### src/mcis_pkg.sv
/*
  Package for the instruction subset execution block: opcode encodings,
  field positions, widths and reset values.
  Assumes 14-bit instruction words and a 128-entry data register file.
*/
`default_nettype none
package mcis_pkg;
  localparam int INSN_W      = 14;
  localparam int DATA_W      = 8;
  localparam int ADDR_W      = 7;
  localparam int PC_W        = 13;
  localparam int JUMP_W      = 11;
  // Field positions in the instruction word and the page latch
  localparam int DEST_BIT    = 7;
  localparam int PCH_LO_BIT  = 3;
  localparam int PCH_HI_BIT  = 4;
  // Upper opcode bits, six for register forms
  localparam logic [5:0] OP_DEC_SKIP  = 6'h0b;
  localparam logic [5:0] OP_INC_SKIP  = 6'h0f;
  localparam logic [5:0] OP_INC       = 6'h0a;
  localparam logic [5:0] OP_OR_REG    = 6'h04;
  localparam logic [2:0] OP_JUMP      = 3'h5;
  localparam logic [5:0] OP_OR_LIT    = 6'h38;
  // Reset values
  localparam logic [PC_W-1:0]   PC_RESET  = 13'h0000;
  localparam logic [DATA_W-1:0] ACC_RESET = 8'h00;
  localparam logic [INSN_W-1:0] NOP_WORD  = 14'h0000;
endpackage : mcis_pkg
`default_nettype wire

### src/mcis_alu.sv
/*
  Arithmetic unit for the subset: increment, decrement and OR.
  Assumes purely combinational use by the core on one clock.
*/
`timescale 1ns/100ps
`default_nettype none
module mcis_alu (
  input  wire logic [7:0] opnd_reg,
  input  wire logic [7:0] opnd_acc,
  input  wire logic [7:0] literal,
  input  wire logic [2:0] func_sel,
  output logic      [7:0] result,
  output logic            result_zero
);
  // Function select: 0 inc, 1 dec, 2 or-reg, 3 or-literal
  wire logic [7:0] inc_val = opnd_reg + 8'h01;
  wire logic [7:0] dec_val = opnd_reg - 8'h01;
  wire logic [7:0] orr_val = opnd_acc | opnd_reg;
  wire logic [7:0] orl_val = opnd_acc | literal;
  assign result = (func_sel == 3'h1) ? dec_val :
                  (func_sel == 3'h2) ? orr_val :
                  (func_sel == 3'h3) ? orl_val : inc_val;
  assign result_zero = (result == 8'h00);  // RULE10
endmodule : mcis_alu
`default_nettype wire

### src/mcis_core.sv
/*
  Execution core for an instruction subset of an 8-bit controller.
  Assumes program memory returns the word at fetch_addr combinationally
  and the register file read is combinational with a synchronous write.
*/
`timescale 1ns/100ps
`default_nettype none
// Function
// RULE1 - Decrement-skip subtracts one, writes chosen destination, flags untouched.
// RULE2 - Zero decrement result turns the next instruction into a no-operation.
// RULE3 - Increment-skip adds one, flags untouched, zero result skips next.
// RULE4 - Register address 0..127; destination 0 is accumulator, 1 is register.
// RULE5 - Jump loads 11-bit operand into counter bits 10..0, takes two cycles.
// RULE6 - Jump copies latch bits 4..3 into counter bits 12..11.
// RULE7 - OR literal into accumulator, store in accumulator, update zero flag.
// RULE8 - Increment register to destination, update zero flag, never skip.
// RULE9 - OR accumulator with register to destination, update zero flag.
// RULE10 - Zero flag set when 8-bit result is zero, cleared otherwise.
module mcis_core (
  input  wire logic        clk_sys,
  input  wire logic        rst,
  input  wire logic [13:0] insn_word,
  input  wire logic [7:0]  rf_rd_data,
  input  wire logic [7:0]  pc_high_latch,
  output logic      [12:0] fetch_addr,
  output logic      [6:0]  rf_addr,
  output logic             rf_wr_en,
  output logic      [7:0]  rf_wr_data,
  output logic      [7:0]  acc_out,
  output logic             zero_flag_out,
  output logic             flush_out
);
  logic [12:0] pc_reg;
  logic [12:0] pc_next;
  logic [7:0]  acc_reg;
  logic [7:0]  acc_next;
  logic        zero_reg;
  logic        zero_next;
  logic        flush_reg;
  logic        flush_next;
  logic        hold_reg;
  logic        hold_next;

  // Opcode decode; a flushed slot executes as a no-operation
  wire logic [13:0] exec_word = flush_reg ? mcis_pkg::NOP_WORD : insn_word;
  wire logic [5:0]  op6       = exec_word[13:8];
  wire logic        is_dec_s  = (op6 == mcis_pkg::OP_DEC_SKIP);
  wire logic        is_inc_s  = (op6 == mcis_pkg::OP_INC_SKIP);
  wire logic        is_inc    = (op6 == mcis_pkg::OP_INC);
  wire logic        is_or_r   = (op6 == mcis_pkg::OP_OR_REG);
  wire logic        is_or_l   = (op6 == mcis_pkg::OP_OR_LIT);
  wire logic        is_jump   = (exec_word[13:11] == mcis_pkg::OP_JUMP);
  wire logic        dest_reg  = exec_word[mcis_pkg::DEST_BIT];
  wire logic        reg_op    = is_dec_s | is_inc_s | is_inc | is_or_r;

  // Function select for the arithmetic unit
  wire logic [2:0] func_sel = is_dec_s ? 3'h1 :
                              is_or_r  ? 3'h2 :
                              is_or_l  ? 3'h3 : 3'h0;
  logic [7:0] alu_result;
  logic       alu_zero;

  mcis_alu u_alu (
    .opnd_reg    (rf_rd_data),
    .opnd_acc    (acc_reg),
    .literal     (exec_word[7:0]),
    .func_sel    (func_sel),
    .result      (alu_result),
    .result_zero (alu_zero)
  );

  // Register address and write back
  assign rf_addr    = exec_word[6:0];                 // RULE4
  // No write while reset holds the core, the slot is not executed then
  assign rf_wr_en   = reg_op & dest_reg & ~rst;       // RULE4
  assign rf_wr_data = alu_result;

  // Accumulator destination
  assign acc_next = (reg_op & ~dest_reg) | is_or_l ? alu_result : acc_reg;  // RULE1 RULE7 RULE9

  // Zero flag only for flag-affecting instructions
  assign zero_next = (is_inc | is_or_r | is_or_l) ? alu_zero : zero_reg;  // RULE8 RULE9 RULE10

  // Skip and jump both flush the following slot
  wire logic skip = (is_dec_s | is_inc_s) & alu_zero;  // RULE2 RULE3
  assign flush_next = skip | is_jump;                  // RULE5

  // Jump target from operand and page latch
  wire logic [12:0] jump_tgt = {pc_high_latch[mcis_pkg::PCH_HI_BIT:mcis_pkg::PCH_LO_BIT],
                                exec_word[10:0]};      // RULE5 RULE6

  // Bubble after a jump keeps the counter on the target, so the target runs next
  assign hold_next = is_jump;                                    // RULE5
  assign pc_next   = is_jump  ? jump_tgt :
                     hold_reg ? pc_reg   : pc_reg + 13'h0001;    // RULE5

  // Core state
  always_ff @(posedge clk_sys) begin
    if (rst) begin
      pc_reg    <= mcis_pkg::PC_RESET;
      acc_reg   <= mcis_pkg::ACC_RESET;
      zero_reg  <= 1'b0;
      flush_reg <= 1'b0;
      hold_reg  <= 1'b0;
    end else begin
      pc_reg    <= pc_next;
      acc_reg   <= acc_next;
      zero_reg  <= zero_next;
      flush_reg <= flush_next;
      hold_reg  <= hold_next;
    end
  end

  assign fetch_addr    = pc_reg;
  assign acc_out       = acc_reg;
  assign zero_flag_out = zero_reg;
  assign flush_out     = flush_reg;

  // Assertions
  property p_dec_value;
    @(posedge clk_sys) disable iff (rst)
      is_dec_s && !dest_reg |=> acc_reg == $past(rf_rd_data) - 8'h01;
  endproperty
  a_dec_value: assert property (p_dec_value) else $error("decrement result wrong");  // RULE1

  property p_skip_flush;
    @(posedge clk_sys) disable iff (rst)
      (is_dec_s || is_inc_s) && alu_result == 8'h00 |=> flush_reg && !rf_wr_en;
  endproperty
  a_skip_flush: assert property (p_skip_flush) else $error("zero result did not skip");  // RULE2

  property p_skip_flags;
    @(posedge clk_sys) disable iff (rst)
      is_inc_s || is_dec_s |=> $stable(zero_reg);
  endproperty
  a_skip_flags: assert property (p_skip_flags) else $error("skip op changed zero flag");  // RULE3

  property p_dest_reg;
    @(posedge clk_sys) disable iff (rst)
      reg_op && dest_reg |-> rf_wr_en ##1 $stable(acc_reg);
  endproperty
  a_dest_reg: assert property (p_dest_reg) else $error("register destination wrong");  // RULE4

  property p_jump_low;
    @(posedge clk_sys) disable iff (rst)
      is_jump |=> flush_reg && pc_reg[10:0] == $past(exec_word[10:0]) ##1 !flush_reg && pc_reg == $past(pc_reg);
  endproperty
  a_jump_low: assert property (p_jump_low) else $error("jump low bits or timing wrong");  // RULE5

  property p_jump_high;
    @(posedge clk_sys) disable iff (rst)
      is_jump |=> pc_reg[12:11] == $past(pc_high_latch[4:3]);
  endproperty
  a_jump_high: assert property (p_jump_high) else $error("jump page bits wrong");  // RULE6

  property p_or_lit;
    @(posedge clk_sys) disable iff (rst)
      is_or_l |=> acc_reg == ($past(acc_reg) | $past(exec_word[7:0])) && zero_reg == (acc_reg == 8'h00);
  endproperty
  a_or_lit: assert property (p_or_lit) else $error("literal OR wrong");  // RULE7

  property p_inc_noskip;
    @(posedge clk_sys) disable iff (rst)
      is_inc |=> !flush_reg && zero_reg == ($past(rf_rd_data) == 8'hff);
  endproperty
  a_inc_noskip: assert property (p_inc_noskip) else $error("increment flag or skip wrong");  // RULE8

  property p_or_reg;
    @(posedge clk_sys) disable iff (rst)
      is_or_r && !dest_reg |=> acc_reg == ($past(acc_reg) | $past(rf_rd_data));
  endproperty
  a_or_reg: assert property (p_or_reg) else $error("register OR wrong");  // RULE9

  property p_zero_flag;
    @(posedge clk_sys) disable iff (rst)
      is_or_r |=> zero_reg == ($past(acc_reg | rf_rd_data) == 8'h00);
  endproperty
  a_zero_flag: assert property (p_zero_flag) else $error("zero flag wrong");  // RULE10

  property p_dec_reg_write;
    @(posedge clk_sys) disable iff (rst)
      is_dec_s && dest_reg |-> rf_wr_en && rf_wr_data == rf_rd_data - 8'h01;
  endproperty
  a_dec_reg_write: assert property (p_dec_reg_write) else $error("decrement write-back wrong");  // RULE1

  property p_dec_noskip;
    @(posedge clk_sys) disable iff (rst)
      is_dec_s && rf_rd_data != 8'h01 |=> !flush_reg;
  endproperty
  a_dec_noskip: assert property (p_dec_noskip) else $error("nonzero decrement skipped");  // RULE2

  property p_inc_skip_value;
    @(posedge clk_sys) disable iff (rst)
      is_inc_s |-> rf_wr_data == rf_rd_data + 8'h01 ##1 flush_reg == $past(rf_rd_data == 8'hff);
  endproperty
  a_inc_skip_value: assert property (p_inc_skip_value) else $error("increment-skip value or skip wrong");  // RULE3

  property p_dest_acc;
    @(posedge clk_sys) disable iff (rst)
      reg_op && !dest_reg |-> !rf_wr_en;
  endproperty
  a_dest_acc: assert property (p_dest_acc) else $error("accumulator destination wrote register");  // RULE4

  property p_jump_quiet;
    @(posedge clk_sys) disable iff (rst)
      is_jump |=> !rf_wr_en && $stable(acc_reg) && $stable(zero_reg);
  endproperty
  a_jump_quiet: assert property (p_jump_quiet) else $error("jump bubble changed state");  // RULE5

  property p_inc_reg_value;
    @(posedge clk_sys) disable iff (rst)
      is_inc && dest_reg |-> rf_wr_en && rf_wr_data == rf_rd_data + 8'h01;
  endproperty
  a_inc_reg_value: assert property (p_inc_reg_value) else $error("increment write-back wrong");  // RULE8

  property p_or_reg_write;
    @(posedge clk_sys) disable iff (rst)
      is_or_r && dest_reg |-> rf_wr_en && rf_wr_data == (acc_reg | rf_rd_data) ##1 $stable(acc_reg);
  endproperty
  a_or_reg_write: assert property (p_or_reg_write) else $error("register OR write-back wrong");  // RULE9

  property p_zero_keep;
    @(posedge clk_sys) disable iff (rst)
      !(is_inc || is_or_r || is_or_l) |=> $stable(zero_reg);
  endproperty
  a_zero_keep: assert property (p_zero_keep) else $error("zero flag changed by non-flag op");  // RULE10
endmodule : mcis_core
`default_nettype wire

### config.mk
export PLATFORM = sky130hd
export DESIGN_NAME = mcis_core
export DESIGN_NICKNAME = d
export VERILOG_FILES = /design/src/mcis_pkg.sv /design/src/mcis_alu.sv /design/src/mcis_core.sv
export SDC_FILE = /design/constraint.sdc
export NUM_CORES = 1
export LEC_CHECK = 0
export BUFFER_PORTS_ARGS = -buffer_cell sky130_fd_sc_hd__buf_2
export CAP_MARGIN = 20
export CORE_MARGIN = 10
export CORE_UTILIZATION = 54
export DETAILED_ROUTE_END_ITERATION = 12
export PLACE_DENSITY = 0.86
export SETUP_SLACK_MARGIN = 0.5
export SYNTH_ARGS = -nofsm -noshare
export SYNTH_HDL_FRONTEND = slang
export SYNTH_SLANG_ARGS = --single-unit
### constraint.sdc
create_clock -name clk_sys -period 5.47 [get_ports clk_sys]
set_clock_uncertainty 0.05 [all_clocks]
set_input_delay 0 -clock clk_sys [delete_from_list [all_inputs] [get_ports clk_sys]]
set_output_delay 0 -clock clk_sys [all_outputs]
set_load 0.02 [all_outputs]
# [Word-level counts from Yosys, hierarchy flattened]
# Index checks and enable logic that the tools add are counted.
[classes] eq_ne=10 addsub=3 mux=9 n_reduce_logical=1 bitwise=15
[op_table] operator="13-bit two-way mux" count=2
[op_table] operator="8-bit two-way mux" count=3
[op_table] operator="6-bit by 4-bit equality test with 1-bit output (second input constant)" count=3
[op_table] operator="8-bit OR" count=2
[op_table] operator="14-bit two-way mux" count=1
[op_table] operator="13-bit by 1-bit adder with 13-bit output (second input constant)" count=1
[op_table] operator="8-bit by 1-bit adder with 8-bit output (second input constant)" count=1
[op_table] operator="8-bit logical NOT" count=1
[op_table] operator="8-bit by 1-bit subtractor with 8-bit output (second input constant)" count=1
[op_table] operator="1-bit OR" count=7
[op_table] operator="6-bit by 3-bit equality test with 1-bit output (second input constant)" count=1
[op_table] operator="6-bit equality test (second input constant)" count=1
[op_table] operator="2-bit two-way mux" count=3
[op_table] operator="1-bit bitwise AND" count=4
[op_table] operator="2-bit equality test (second input constant)" count=2
[op_table] operator="3-bit equality test (second input constant)" count=1
[op_table] operator="2-bit by 1-bit equality test with 1-bit output (second input constant)" count=1
[op_table] operator="2-bit by 1-bit inequality test with 1-bit output (second input constant)" count=1
[op_table] operator="1-bit NOT" count=2
[word_totals] word_cells=43 register_bits=24 output_inout_bits=39 inputBits=32

# [Logic depth before layout (Yosys ltp)]
# Gate-level depths: netlist (run 1).
[depth] depth_word=12 ltp_mapped=9

# [Modules after synthesis]
# From an unflattened synthesis (run 1), not the netlist that was laid out.
[unflattened] cells_unflattened=252 hier_area_um2=2021.9
[modules_own_cells] mod="mcis_core" cells_each=157 n_inst=1 seq_area_each_um2=480.5 area_each_um2=1417.6
[modules_own_cells] mod="mcis_alu" cells_each=95 n_inst=1 seq_area_each_um2=0.0 area_each_um2=604.3

# [Worst setup path before layout (run 1)]
# No wires, ideal clock.
[synth_timing] path_type="register -> register" from="register flush_reg (netlist: flush_out)" to="register acc_reg[7] (netlist: acc_out[7])" path_buffers=1 setup_time_ns=0.091 path_slack_ns=3.278 t_required_ns=5.329 arrival_ns=2.051 path_stages_with_launch=7 period_less_slack_ns=2.192 cell_sequence="dfxtp_1 or3b_1 buf_6 nor3_1 mux2_2 nand2b_1 a311oi_1"
[synth_between] elab_chain_len=9 elab_cells_between_ends=22 classes_between="eq/ne: 8; mux: 7; bitwise: 7"
[synth_lines] element="from (decl)" line="mcis_core.sv:39" text="logic flush_reg;"
[synth_lines] element="from (signal assigned)" line="mcis_core.sv:109" text="flush_reg <= flush_next;"
[synth_lines] element="14-bit two-way mux *" line="mcis_core.sv:45" text="wire logic [13:0] exec_word = flush_reg ? mcis_pkg::NOP_WORD : insn_word;"
[synth_lines] element="6-bit equality test" line="mcis_core.sv:51" text="wire logic is_or_l = (op6 == mcis_pkg::OP_OR_LIT);"
[synth_lines] element="2-bit two-way mux" line="mcis_core.sv:59" text="is_or_l ? 3'h3 : 3'h0;"
[synth_lines] element="2-bit two-way mux" line="mcis_core.sv:58" text="is_or_r ? 3'h2 :"
[synth_lines] element="2-bit two-way mux" line="mcis_core.sv:57" text="wire logic [2:0] func_sel = is_dec_s ? 3'h1 :"
[synth_lines] element="2-bit equality test" line="mcis_alu.sv:22" text="(func_sel == 3'h3) ? orl_val : inc_val;"
[synth_lines] element="8-bit two-way mux" line="mcis_alu.sv:22"
[synth_lines] element="8-bit two-way mux" line="mcis_alu.sv:21" text="(func_sel == 3'h2) ? orr_val :"
[synth_lines] element="8-bit two-way mux" line="mcis_alu.sv:20" text="assign result = (func_sel == 3'h1) ? dec_val :"
[synth_lines] element="to (signal assigned)" line="mcis_core.sv:101" text="acc_reg <= mcis_pkg::ACC_RESET;"
[synth_lines] element="to (signal assigned)" line="mcis_core.sv:107" text="acc_reg <= acc_next;"
[synth_lines] element="to (decl)" line="mcis_core.sv:35" text="logic [7:0] acc_reg;"
# Mark *: on every way between the ends. The rest lies on a longest branch, timed or not.
# A chain may end at the register's enable or synchronous reset.

# [Worst setup path after layout (run 1)]
[layout_timing] from="register flush_reg (netlist: flush_out)" to="output rf_wr_data[5]"
[layout_between] elab_chain_len=9 elab_cells_between_ends=14 classes_between="eq/ne: 6; mux: 7; bitwise: 1"
[layout_lines] element="14-bit two-way mux *" line="mcis_core.sv:45"
[layout_lines] element="6-bit equality test" line="mcis_core.sv:51"
[layout_lines] element="2-bit two-way mux" line="mcis_core.sv:59"
[layout_lines] element="2-bit two-way mux" line="mcis_core.sv:58"
[layout_lines] element="2-bit two-way mux" line="mcis_core.sv:57"
[layout_lines] element="2-bit equality test" line="mcis_alu.sv:22"
[layout_lines] element="8-bit two-way mux" line="mcis_alu.sv:22"
[layout_lines] element="8-bit two-way mux" line="mcis_alu.sv:21"
[layout_lines] element="8-bit two-way mux *" line="mcis_alu.sv:20"
[layout_lines] element="to (decl)" line="mcis_core.sv:28" text="output logic [7:0] rf_wr_data,"
# Marked as above.

==> results of run 1 <==
-- metrics by stage --
stage               total power, uW  instances  util [%]  hold slack [ns]  setup slack, ns
floorplan                       281        247         -           0.0939             3.28
global route                    489        358      70.9           0.0695             2.31
CTS                             463        357      70.8           0.0404             2.58
finish                          463        358      70.9           0.0532             2.50
global placement                324        340      65.4            0.198             2.87
detailed placement              326        340      65.4            0.217             2.82
-- cells in the mapped netlist (all sizes together), types with 6 or more instances --
| library cell | n |
|---|---|
| nor2 | 34 |
| nand3 | 10 |
| nor4 | 6 |
| and2 | 6 |
| a211oi | 16 |
| clkbuf | 12 |
| xor2 | 12 |
| nor2b | 9 |
| dfxtp | 24 |
| inv | 6 |
| o21ai | 6 |
| nor3 | 7 |
| nand2 | 14 |
-- power by group through the flow --
| stage | logic (uW) | clock network [uW] | registers [uW] |
|---|---|---|---|
| floorplan | 75.0 | 0 | 206 |
| global placement | 127 | 0 | 197 |
| detailed placement | 129 | 0 | 198 |
| CTS | 137 | 132 | 194 |
| global route | 152 | 141 | 196 |
| finish | 139 | 130 | 194 |
-- area by class of cell --
class,instances,area share (%)
multi-input cells,200,55.6
flip-flops and latches,24,20.0
repair buffers,77,18.8
well taps,46,2.40
clock inverters,1,1.25
clock buffers,3,0.938
inverters,6,0.938
diodes,1,0.104
-- timing repair --
action,in CTS,in global routing
gates resized for setup,0,0
hold buffers,13,0
endpoints found under the hold margin,13,0
-- worst paths after layout --
| path | cells after the start | to | start | slack (ns) |
|---|---|---|---|---|
| worst max-delay path | 5 | rf_wr_data[5] | flush_out | 2.50 |
| worst min-delay path | 2 | acc_out[3] | rst | 0.05 |
| worst max register to register | 5 | flush_out | flush_out | 2.70 |
| worst min register to register | 2 | acc_out[6] | acc_out[6] | 0.48 |
-- cell usage in the layout, fill, tap and decap left out, drive strengths merged, types with 2 or more instances in the layout --
cell type	instances
nand2b	2
and2	6
a211oi	16
nand3	10
or3	4
nor2b	9
nand4	3
dlygate4sd3	13
nand2	14
nor4	6
o2111ai	5
inv	6
xor2	12
o21bai	3
nor2	34
or2	4
buf	64
a21oi	4
nor3	7
xnor2	5
a221oi	2
a311oi	2
or4	5
o31ai	3
clkbuf	3
nor3b	2
ha	3
dfxtp	24
or3b	4
and4	2
mux2i	5
o21ai	6
-- layer usage --
layer  wire [um]  track usage [%]
met4         240             9.86
met2        3030             30.9
met1        2670             26.3
met5           0                0
met3         556             4.84
-- logic make-up (layout without fill, tap and decap cells) --
family / after synthesis / count (layout)
AO/OA/AOI/OAI: 55 / 55
XOR/XNOR: 17 / 17
adder cells (fa/ha/maj): 3 / 3
buffers and inverters: 23 / 87
flip-flops: 24 / 24
multiplexers: 6 / 6
other: 0 / 1
AND/OR/NAND/NOR: 119 / 119
-- critical path, stage by stage (launching register included) --
cell and delay (ns):
dfxtp_1 0.50, or3_1 0.65, or4_1 0.58, a211oi_1 0.58, nor2_1 0.09, buf_2 0.19
==> flow_summary.toml, run 1 <==
[pwr]
p_int_uw = 312
powerDensity_nw_per_um2 = 193
peakVddDrop_mv = 0.156
p_sw_uw = 152
switching_share_pct = 32.7
combPwrFrac_pct = 30.1
sequentialPowerShare_pct = 42.0
p_leak_uw = 0.000982
pwr-share-clk_pct = 28.0

[yosys]
synth_top_area_share_pct = 25.1
synthXorXnorAreaFrac_pct = 7.78
synth_flop_cell = "dfxtp_1"
synth_cell_types = 61
yosys.area.top_type = "dfxtp_1"
synthTopCellsByArea = "dfxtp_1 (25%), nor2_1 (6.7%), a211oi_1 (5.9%)"
synth-compound-area-share_pct = 22.4
async_flop_share_pct = 0
yosysWarningCount = 0
syn_nets = 282
syn_area_per_cell_um2 = 7.75
syn-cell-area_um2 = 1910
ys_seq_area_share_pct = 25.1
synth.area.mux_share_pct = 3.20
syn-instance-count = 247
synth_top_family_by_area = "simple AND/OR/NAND/NOR gates"
yosys.area_share.simple_pct = 34.5
synth_edf_count = 0
synthAdderAreaFrac_pct = 1.96
synth_seq_cells = 24

[routing]
wl_per_cell_um = 18.1
dr.pass1.iters = 5
route.detailed.drc = 0
drt-initial-drc-count = 374
via_per_inst = 6.25
routed_wl_mm = 6.49
ant_nets = 0
routed-via-count = 2239

[floorplanning]
chipHeight_um = 79.5
ioPinCount = 71
die_w_um = 79.5
core-area_um2 = 3390
fp.dieArea_um2 = 6330
initial_core_util_pct = 56.5
rows = 21

[clock_network]
numCtsBuffers = 3
cts_sinks = 24
cts_tree = "built"
h-tree-depth = 1
clk_pin_slew_ns = 0.12
cts_root_buffer = "clkbuf_4"
cts_setup_buffers = 0
clockBufferDepth = 2
clock_latency_ns = 0.33

[placed_design]
place_hpwl_mm = 4.74
place_congestion = 0.968
post_dp_cell_area_um2 = 2220
portBuffers = 64

[final_layout]
fillCellCount = 278
layout-drive-gt1-share_pct = 26.4
largest_reg_flops = 13
design_area_um2 = 2400
multi_input_area_um2 = 1340
regArea_um2 = 480
layout.nets = 347
syn2layout_area_growth_pct = 25.5

[sta]
finalMaxSlewViolations = 0
final_hold_viol_count = 0
finalCritPeriodShare_pct = 54.2
timing.fmax_mhz = 337
setup_violations = 0
fin_setup_tns_ns = 0
fin_crit_ns = 2.97
relSlewSlack_pct = 33.3
rsz0062_at_grt = "false"
worstMarginPinSlew_ns = 0.994

[min_path]
min_path_type = "primary input to register"

[critical_path]
crit_fanout = 15
end_kind = "output port"
required_ns = 5.42
crit_arrival_ns = 2.92
startpoint_type = "register"
crit_type = "register to output port"

[grt]
grt_pass1_wl_mm = 10.6
grt_usage_pct = 20.4
grt_pass1_vias = 2167
antenna_found_initial = 1
grt_max_degree = 27
overflow = 0

[run_status]
outcome = "completed"

[job]
maxCapViolations = 0
No activity file was read; power rests on OpenSTA's default activity.
==> run 2: changes to the inputs <==
- CORE_UTILIZATION: 54 -> 45
- PLACE_DENSITY: 0.86 -> 0.77
- clock period: 5.47 -> 2.7 ns (I/O delays scaled with it)
==> run 2 against run 1 <==
Against the previous run:
- critical path depth increased by 2
- design area increased by 11%
- global-route usage decreased by 2.7 points
- total power increased by 130%
- sequential cell count unchanged
- wire length increased by 7.2%
- clock power increased by 150%
- via count increased by 5.0%
- clock-buffer cell count unchanged
- sequential power increased by 100%
- critical path type unchanged
- largest power group unchanged
==> flow_summary.toml, run 2 (synthesis gave the netlist of run 1 again) <==
[final_layout]
fillCellCount = 331
largest_reg_flops = 13
design_area_um2 = 2680
multi_input_area_um2 = 1450
final_cell_mix = "buf_2 (61), nor2_1 (33), dfxtp_1 (23)"
mostFrequentLayoutCell = "buf_2"
utilization_pct = 65.9
layout-drive-gt1-share_pct = 37.0
syn2layout_area_growth_pct = 39.7
regArea_um2 = 482
layout.nets = 363
antenna_cells = 0

[pwr]
p_leak_uw = 0.00110
powerDensity_nw_per_um2 = 390
peakVddDrop_mv = 0.271

[min_path]
min_path_type = "primary input to register"
min-delay-start = "insn_word[8]"

[critical_path]
crit_chain = "or3_4 -> nor3_2 -> buf_4 -> mux2_2 -> nand2b_1 -> nand2_1 -> buf_2"
critPathMaxStageDelay_ns = 0.41
r2r_start = "flush_out"
crit_fanout = 6
setup.worst_path.start = "flush_out"
crit_arrival_ns = 2.23
crit_type = "register to output port"
startpoint_type = "register"
critPathBufInv = 2
critPathTopFamily = "simple AND/OR/NAND/NOR gates"
slowest_stage = "or3_4"
end_kind = "output port"
required_ns = 2.65

[clock_network]
h-tree-depth = 1
numCtsBuffers = 3
cts_sinks = 24
cts_tree = "built"
clockBufferDepth = 2
clock_latency_ns = 0.27
cts_root_buffer = "clkbuf_8"
clk_pin_slew_ns = 0.09

[sta]
final_hold_viol_count = 0
finalMaxSlewViolations = 0
hold_ws_ns = 0.00459
rsz0062_at_grt = "true"
setup_violations = 0
relSlewSlack_pct = 61.1
fin_crit_ns = 2.28
setup_ws_ns = 0.415
finalCritPeriodShare_pct = 84.6
worstMarginPinSlew_ns = 0.583
fin_setup_tns_ns = 0
timing.fmax_mhz = 438

[placed_design]
portBuffers = 64
post_dp_cell_area_um2 = 2260
place_hpwl_mm = 4.80
post-place-ws_ns = 0.412
place_congestion = 0.925

[routing]
route.detailed.drc = 0
via_per_inst = 6.23
dr.pass1.iters = 6
wl_per_cell_um = 18.5
ant_nets = 0
drt-initial-drc-count = 379
routed-via-count = 2350
routed_wl_mm = 6.96

[run_status]
outcome = "completed"

[floorplanning]
core-area_um2 = 4060
ioPinCount = 71
fp.dieArea_um2 = 7260
die_w_um = 85.2
initial_core_util_pct = 47.2
chipHeight_um = 85.2
rows = 23

[grt]
grt_max_degree = 27
grt_pass1_wl_mm = 10.9
antenna_found_initial = 0
grt_pass1_vias = 2210
overflow = 0
grt_usage_pct = 17.7

[job]
maxCapViolations = 0
[run 2: cell count changes in the layout (fill, tap and decap cells not counted), sizes merged]
cell | before | now
buf | 64 | 83
diode | 1 | 0
dlygate4sd3 | 13 | 10
[run 2: final cells by class]
cell class / instances / share of cell area [%]
sequential: 24 / 18.0
timing repair buffer: 93 / 21.9
clock inverter: 1 / 1.12
inverter: 6 / 0.842
tap: 50 / 2.34
clock buffer: 3 / 1.54
multi-input combinational: 200 / 54.3
[run 2: path summary, 6_finish.rpt]
path	to	slack [ns]	cells past startpoint
min reg2reg	acc_out[7]	0.50	2
max	rf_wr_data[7]	0.42	7
min	fetch_addr[8]	0.005	3
max reg2reg	zero_flag_out	0.53	7
[run 2: worst register-to-register path, stage by stage, from the launching register on]
cell       delay, ns
dfxtp_2         0.35
or3_4           0.41
buf_4           0.18
nor4_2          0.26
o21bai_1        0.14
a2111oi_4       0.32
o2111ai_2       0.20
o21ai_1         0.18
[run 2: routing by layer]
| metal | up-vias | GRT usage, % | share of wire [%] |
|---|---|---|---|
| li1 | 1075 | - | - |
| met1 | 1099 | 22.9 | 41 |
| met2 | 156 | 28.7 | 47 |
| met3 | 20 | 3.35 | 9.3 |
| met4 | 0 | 5.54 | 2.4 |
| met5 | - | 0 | 0 |
[run 2: metrics by stage]
step,power [uW],std cells
final,1040,377
after detailed placement,665,349
after global routing,1080,377
after global placement,662,349
after CTS,1020,373
after floorplan,569,247
[run 2: repair_timing]
action / in CTS / in global routing
setup endpoints to repair: 10 / 18
setup buffers: 10 / 3
pin swaps: 8 / 11
gates resized for setup: 14 / 18
gates cloned: 0 / 1
hold buffers: 10 / 0
endpoints found under the hold margin: 10 / 0
[run 2: power by group]
group	leakage [uW]	internal [uW]	total, uW	switching, uW
Combinational	0.000864	138	329	192
Sequential	0.000196	372	392	19.7
Clock	0.0000357	199	322	123
==> run 3: changes to the inputs <==
- ABC_AREA: unset -> 1
- CORE_UTILIZATION: 45 -> 46
- clock period: 2.7 -> 2 ns (I/O delays scaled with it)
==> run 3 against run 2 <==
Against the previous run:
- utilization is 6.5 points higher
- critical path type is now register to register
- worst setup slack worse by 0.32 ns
- register-to-register slack worse by 0.43 ns
- first-iteration DRC count is 68% lower
- design area is 18% higher
- sequential power is 37% higher
- largest power group is now combinational cells
- clock-buffer cell count is 1 higher
- combinational power is 65% higher
- area after synthesis is 7.8% higher
==> flow_summary.toml, run 3 <==
[run_status]
outcome = "completed"

[pwr]
powerDensity_nw_per_um2 = 443
p_leak_uw = 0.00156
switching_share_pct = 37.7
p_sw_uw = 527
sequentialPowerShare_pct = 38.4
combPwrFrac_pct = 38.8
p_int_uw = 870
peakVddDrop_mv = 0.269
pwr-share-clk_pct = 22.8

[routing]
routed_wl_mm = 7.55
dr.pass1.iters = 5
ant_nets = 0
via_per_inst = 5.32
drt-initial-drc-count = 123
wl_per_cell_um = 15.4
routed-via-count = 2613
route.detailed.drc = 0

[floorplanning]
initial_core_util_pct = 47.4
rows = 24
chipHeight_um = 87.0
ioPinCount = 71
die_w_um = 87.0
core-area_um2 = 4350
fp.dieArea_um2 = 7570

[clock_network]
h-tree-depth = 1
clock_latency_ns = 0.28
cts_root_buffer = "clkbuf_8"
cts_tree = "built"
cts_sinks = 24
clockBufferDepth = 2
clk_pin_slew_ns = 0.09
numCtsBuffers = 3

[critical_path]
critPathMaxStageDelay_ns = 0.42
required_ns = 2.17
critPathTopFamily = "simple AND/OR/NAND/NOR gates"
startpoint_type = "register"
crit_fanout = 12
crit_chain = "clkinv_8 -> nand2_8 -> nand2_4 -> nor2_8 -> nand2_8 -> buf_4 -> nand3_1 -> nand2_1 -> nand2_2 -> nand2_1 -> nor2_2 -> nand2_2 -> a21oi_2"
critPathBufInv = 2
end_kind = "register"
slowest_stage = "dfxtp_4"
crit_type = "register to register"
crit_arrival_ns = 2.07

[placed_design]
portBuffers = 64
post-place-ws_ns = 0.110
place_hpwl_mm = 4.83
dp_cells = 446
place_congestion = 0.873

[yosys]
yosysMostFrequentCell = "nand2_1"
syn-cell-area_um2 = 2060
synth_seq_cells = 24
yosysWarningCount = 0
synth_top_area_share_pct = 23.3
synth_flop_cell = "dfxtp_1"
syn_nets = 371
ys_seq_area_share_pct = 23.3
synth_cell_types = 37
async_flop_share_pct = 0
syn-instance-count = 336
synth_edf_count = 0
yosys.area.top_type = "dfxtp_1"
syn_area_per_cell_um2 = 6.14
yosys-top-cells-count = "nand2_1 (79), inv_1 (49), nor2_1 (40), nand3_1 (32), dfxtp_1 (24)"
synthTopCellsByArea = "dfxtp_1 (23%), nand2_1 (14%), inv_1 (8.9%)"

[final_layout]
mostFrequentLayoutCell = "nand2_1"
layout.nets = 475
fillCellCount = 333
largest_reg_flops = 13
antenna_cells = 0
final_cell_mix = "nand2_1 (69), buf_2 (57), inv_1 (42)"
layout-drive-gt1-share_pct = 41.2
syn2layout_area_growth_pct = 52.8
final_cell_count_no_fill = 491

[sta]
setup_violations = 0
finalCritPeriodShare_pct = 95.2
relSlewSlack_pct = 54.8
fin_crit_ns = 1.90
rsz0062_at_grt = "true"
finalMaxSlewViolations = 0
final_hold_viol_count = 0
worstMarginPinSlew_ns = 0.677
setup_ws_ns = 0.0963
timing.fmax_mhz = 525
fin_setup_tns_ns = 0
hold_ws_ns = 0.00623

[grt]
overflow = 0
grt_pass1_wl_mm = 11.6
grt_max_degree = 20
grt_usage_pct = 18.2
grt_pass1_vias = 2529
antenna_found_initial = 0

[min_path]
min_path_type = "primary input to register"

[job]
maxCapViolations = 0
-- run 3: final timing paths --
check | cells after the start | slack (ns) | to | from
worst max-delay path | 13 | 0.1 | zero_flag_out | flush_out
worst min-delay path | 3 | 0.006 | fetch_addr[7] | insn_word[7]
worst max register to register | 13 | 0.1 | zero_flag_out | flush_out
worst min register to register | 2 | 0.47 | fetch_addr[12] | fetch_addr[12]
-- run 3: power by group through the flow --
stage	sequential [uW]	clock, uW	combinational [uW]
after floorplan	570	0	236
after global placement	545	0	389
after CTS	535	313	470
after detailed placement	546	0	398
after global routing	540	342	588
final	536	319	542
-- run 3: routing by layer --
metal | GRT usage [%] | share of wire, % | vias to the layer above | wire [um]
met5 | 0 | 0 | - | 0
met4 | 7.07 | 1.8 | 0 | 138
met3 | 3.84 | 7.9 | 14 | 600
met2 | 31.2 | 51 | 121 | 3840
met1 | 21.6 | 39 | 1200 | 2980
li1 | - | - | 1278 | -
-- run 3: what timing repair did --
action / 4_1_cts / 5_1_grt
pin swaps: 16 / 21
hold buffers: 10 / 0
buffers inserted: 10 / 19
resized for setup: 44 / 46
endpoints found under the hold margin: 10 / 0
endpoints found under the setup margin: 31 / 31
cloned: 0 / 2
-- run 3: metrics by stage --
step	total power [uW]	area (um2)	util [%]
CTS	1320	2870	65.9
floorplan	806	2140	-
finish	1400	3160	72.5
global placement	934	2500	57.3
detailed placement	943	2500	57.3
global route	1470	3160	72.5
-- run 3: layout make-up --
class | count | area, um2 | share of cell area (%)
well taps | 52 | 65.1 | 2.06
multi-input cells | 251 | 1590 | 50.4
inverters | 52 | 219 | 6.94
clock buffers | 4 | 45.0 | 1.43
repair buffers | 107 | 728 | 23.1
flip-flops and latches | 24 | 500 | 15.9
repair inverters | 1 | 7.51 | 0.238
-- run 3: cells by family after synthesis --
group | Yosys count | share of synthesized area [%]
buf+inv | 61 | 12.0
simple gates | 181 | 41.6
fa+ha+maj | 3 | 1.82
xor+xnor | 16 | 6.79
flops | 24 | 23.3
compound gates | 51 | 14.5
-- run 3: tightest hold or removal path, stage by stage --
cell and delay, ns:
buf_2 0.14, o21ai_2 0.07, a21oi_1 0.09
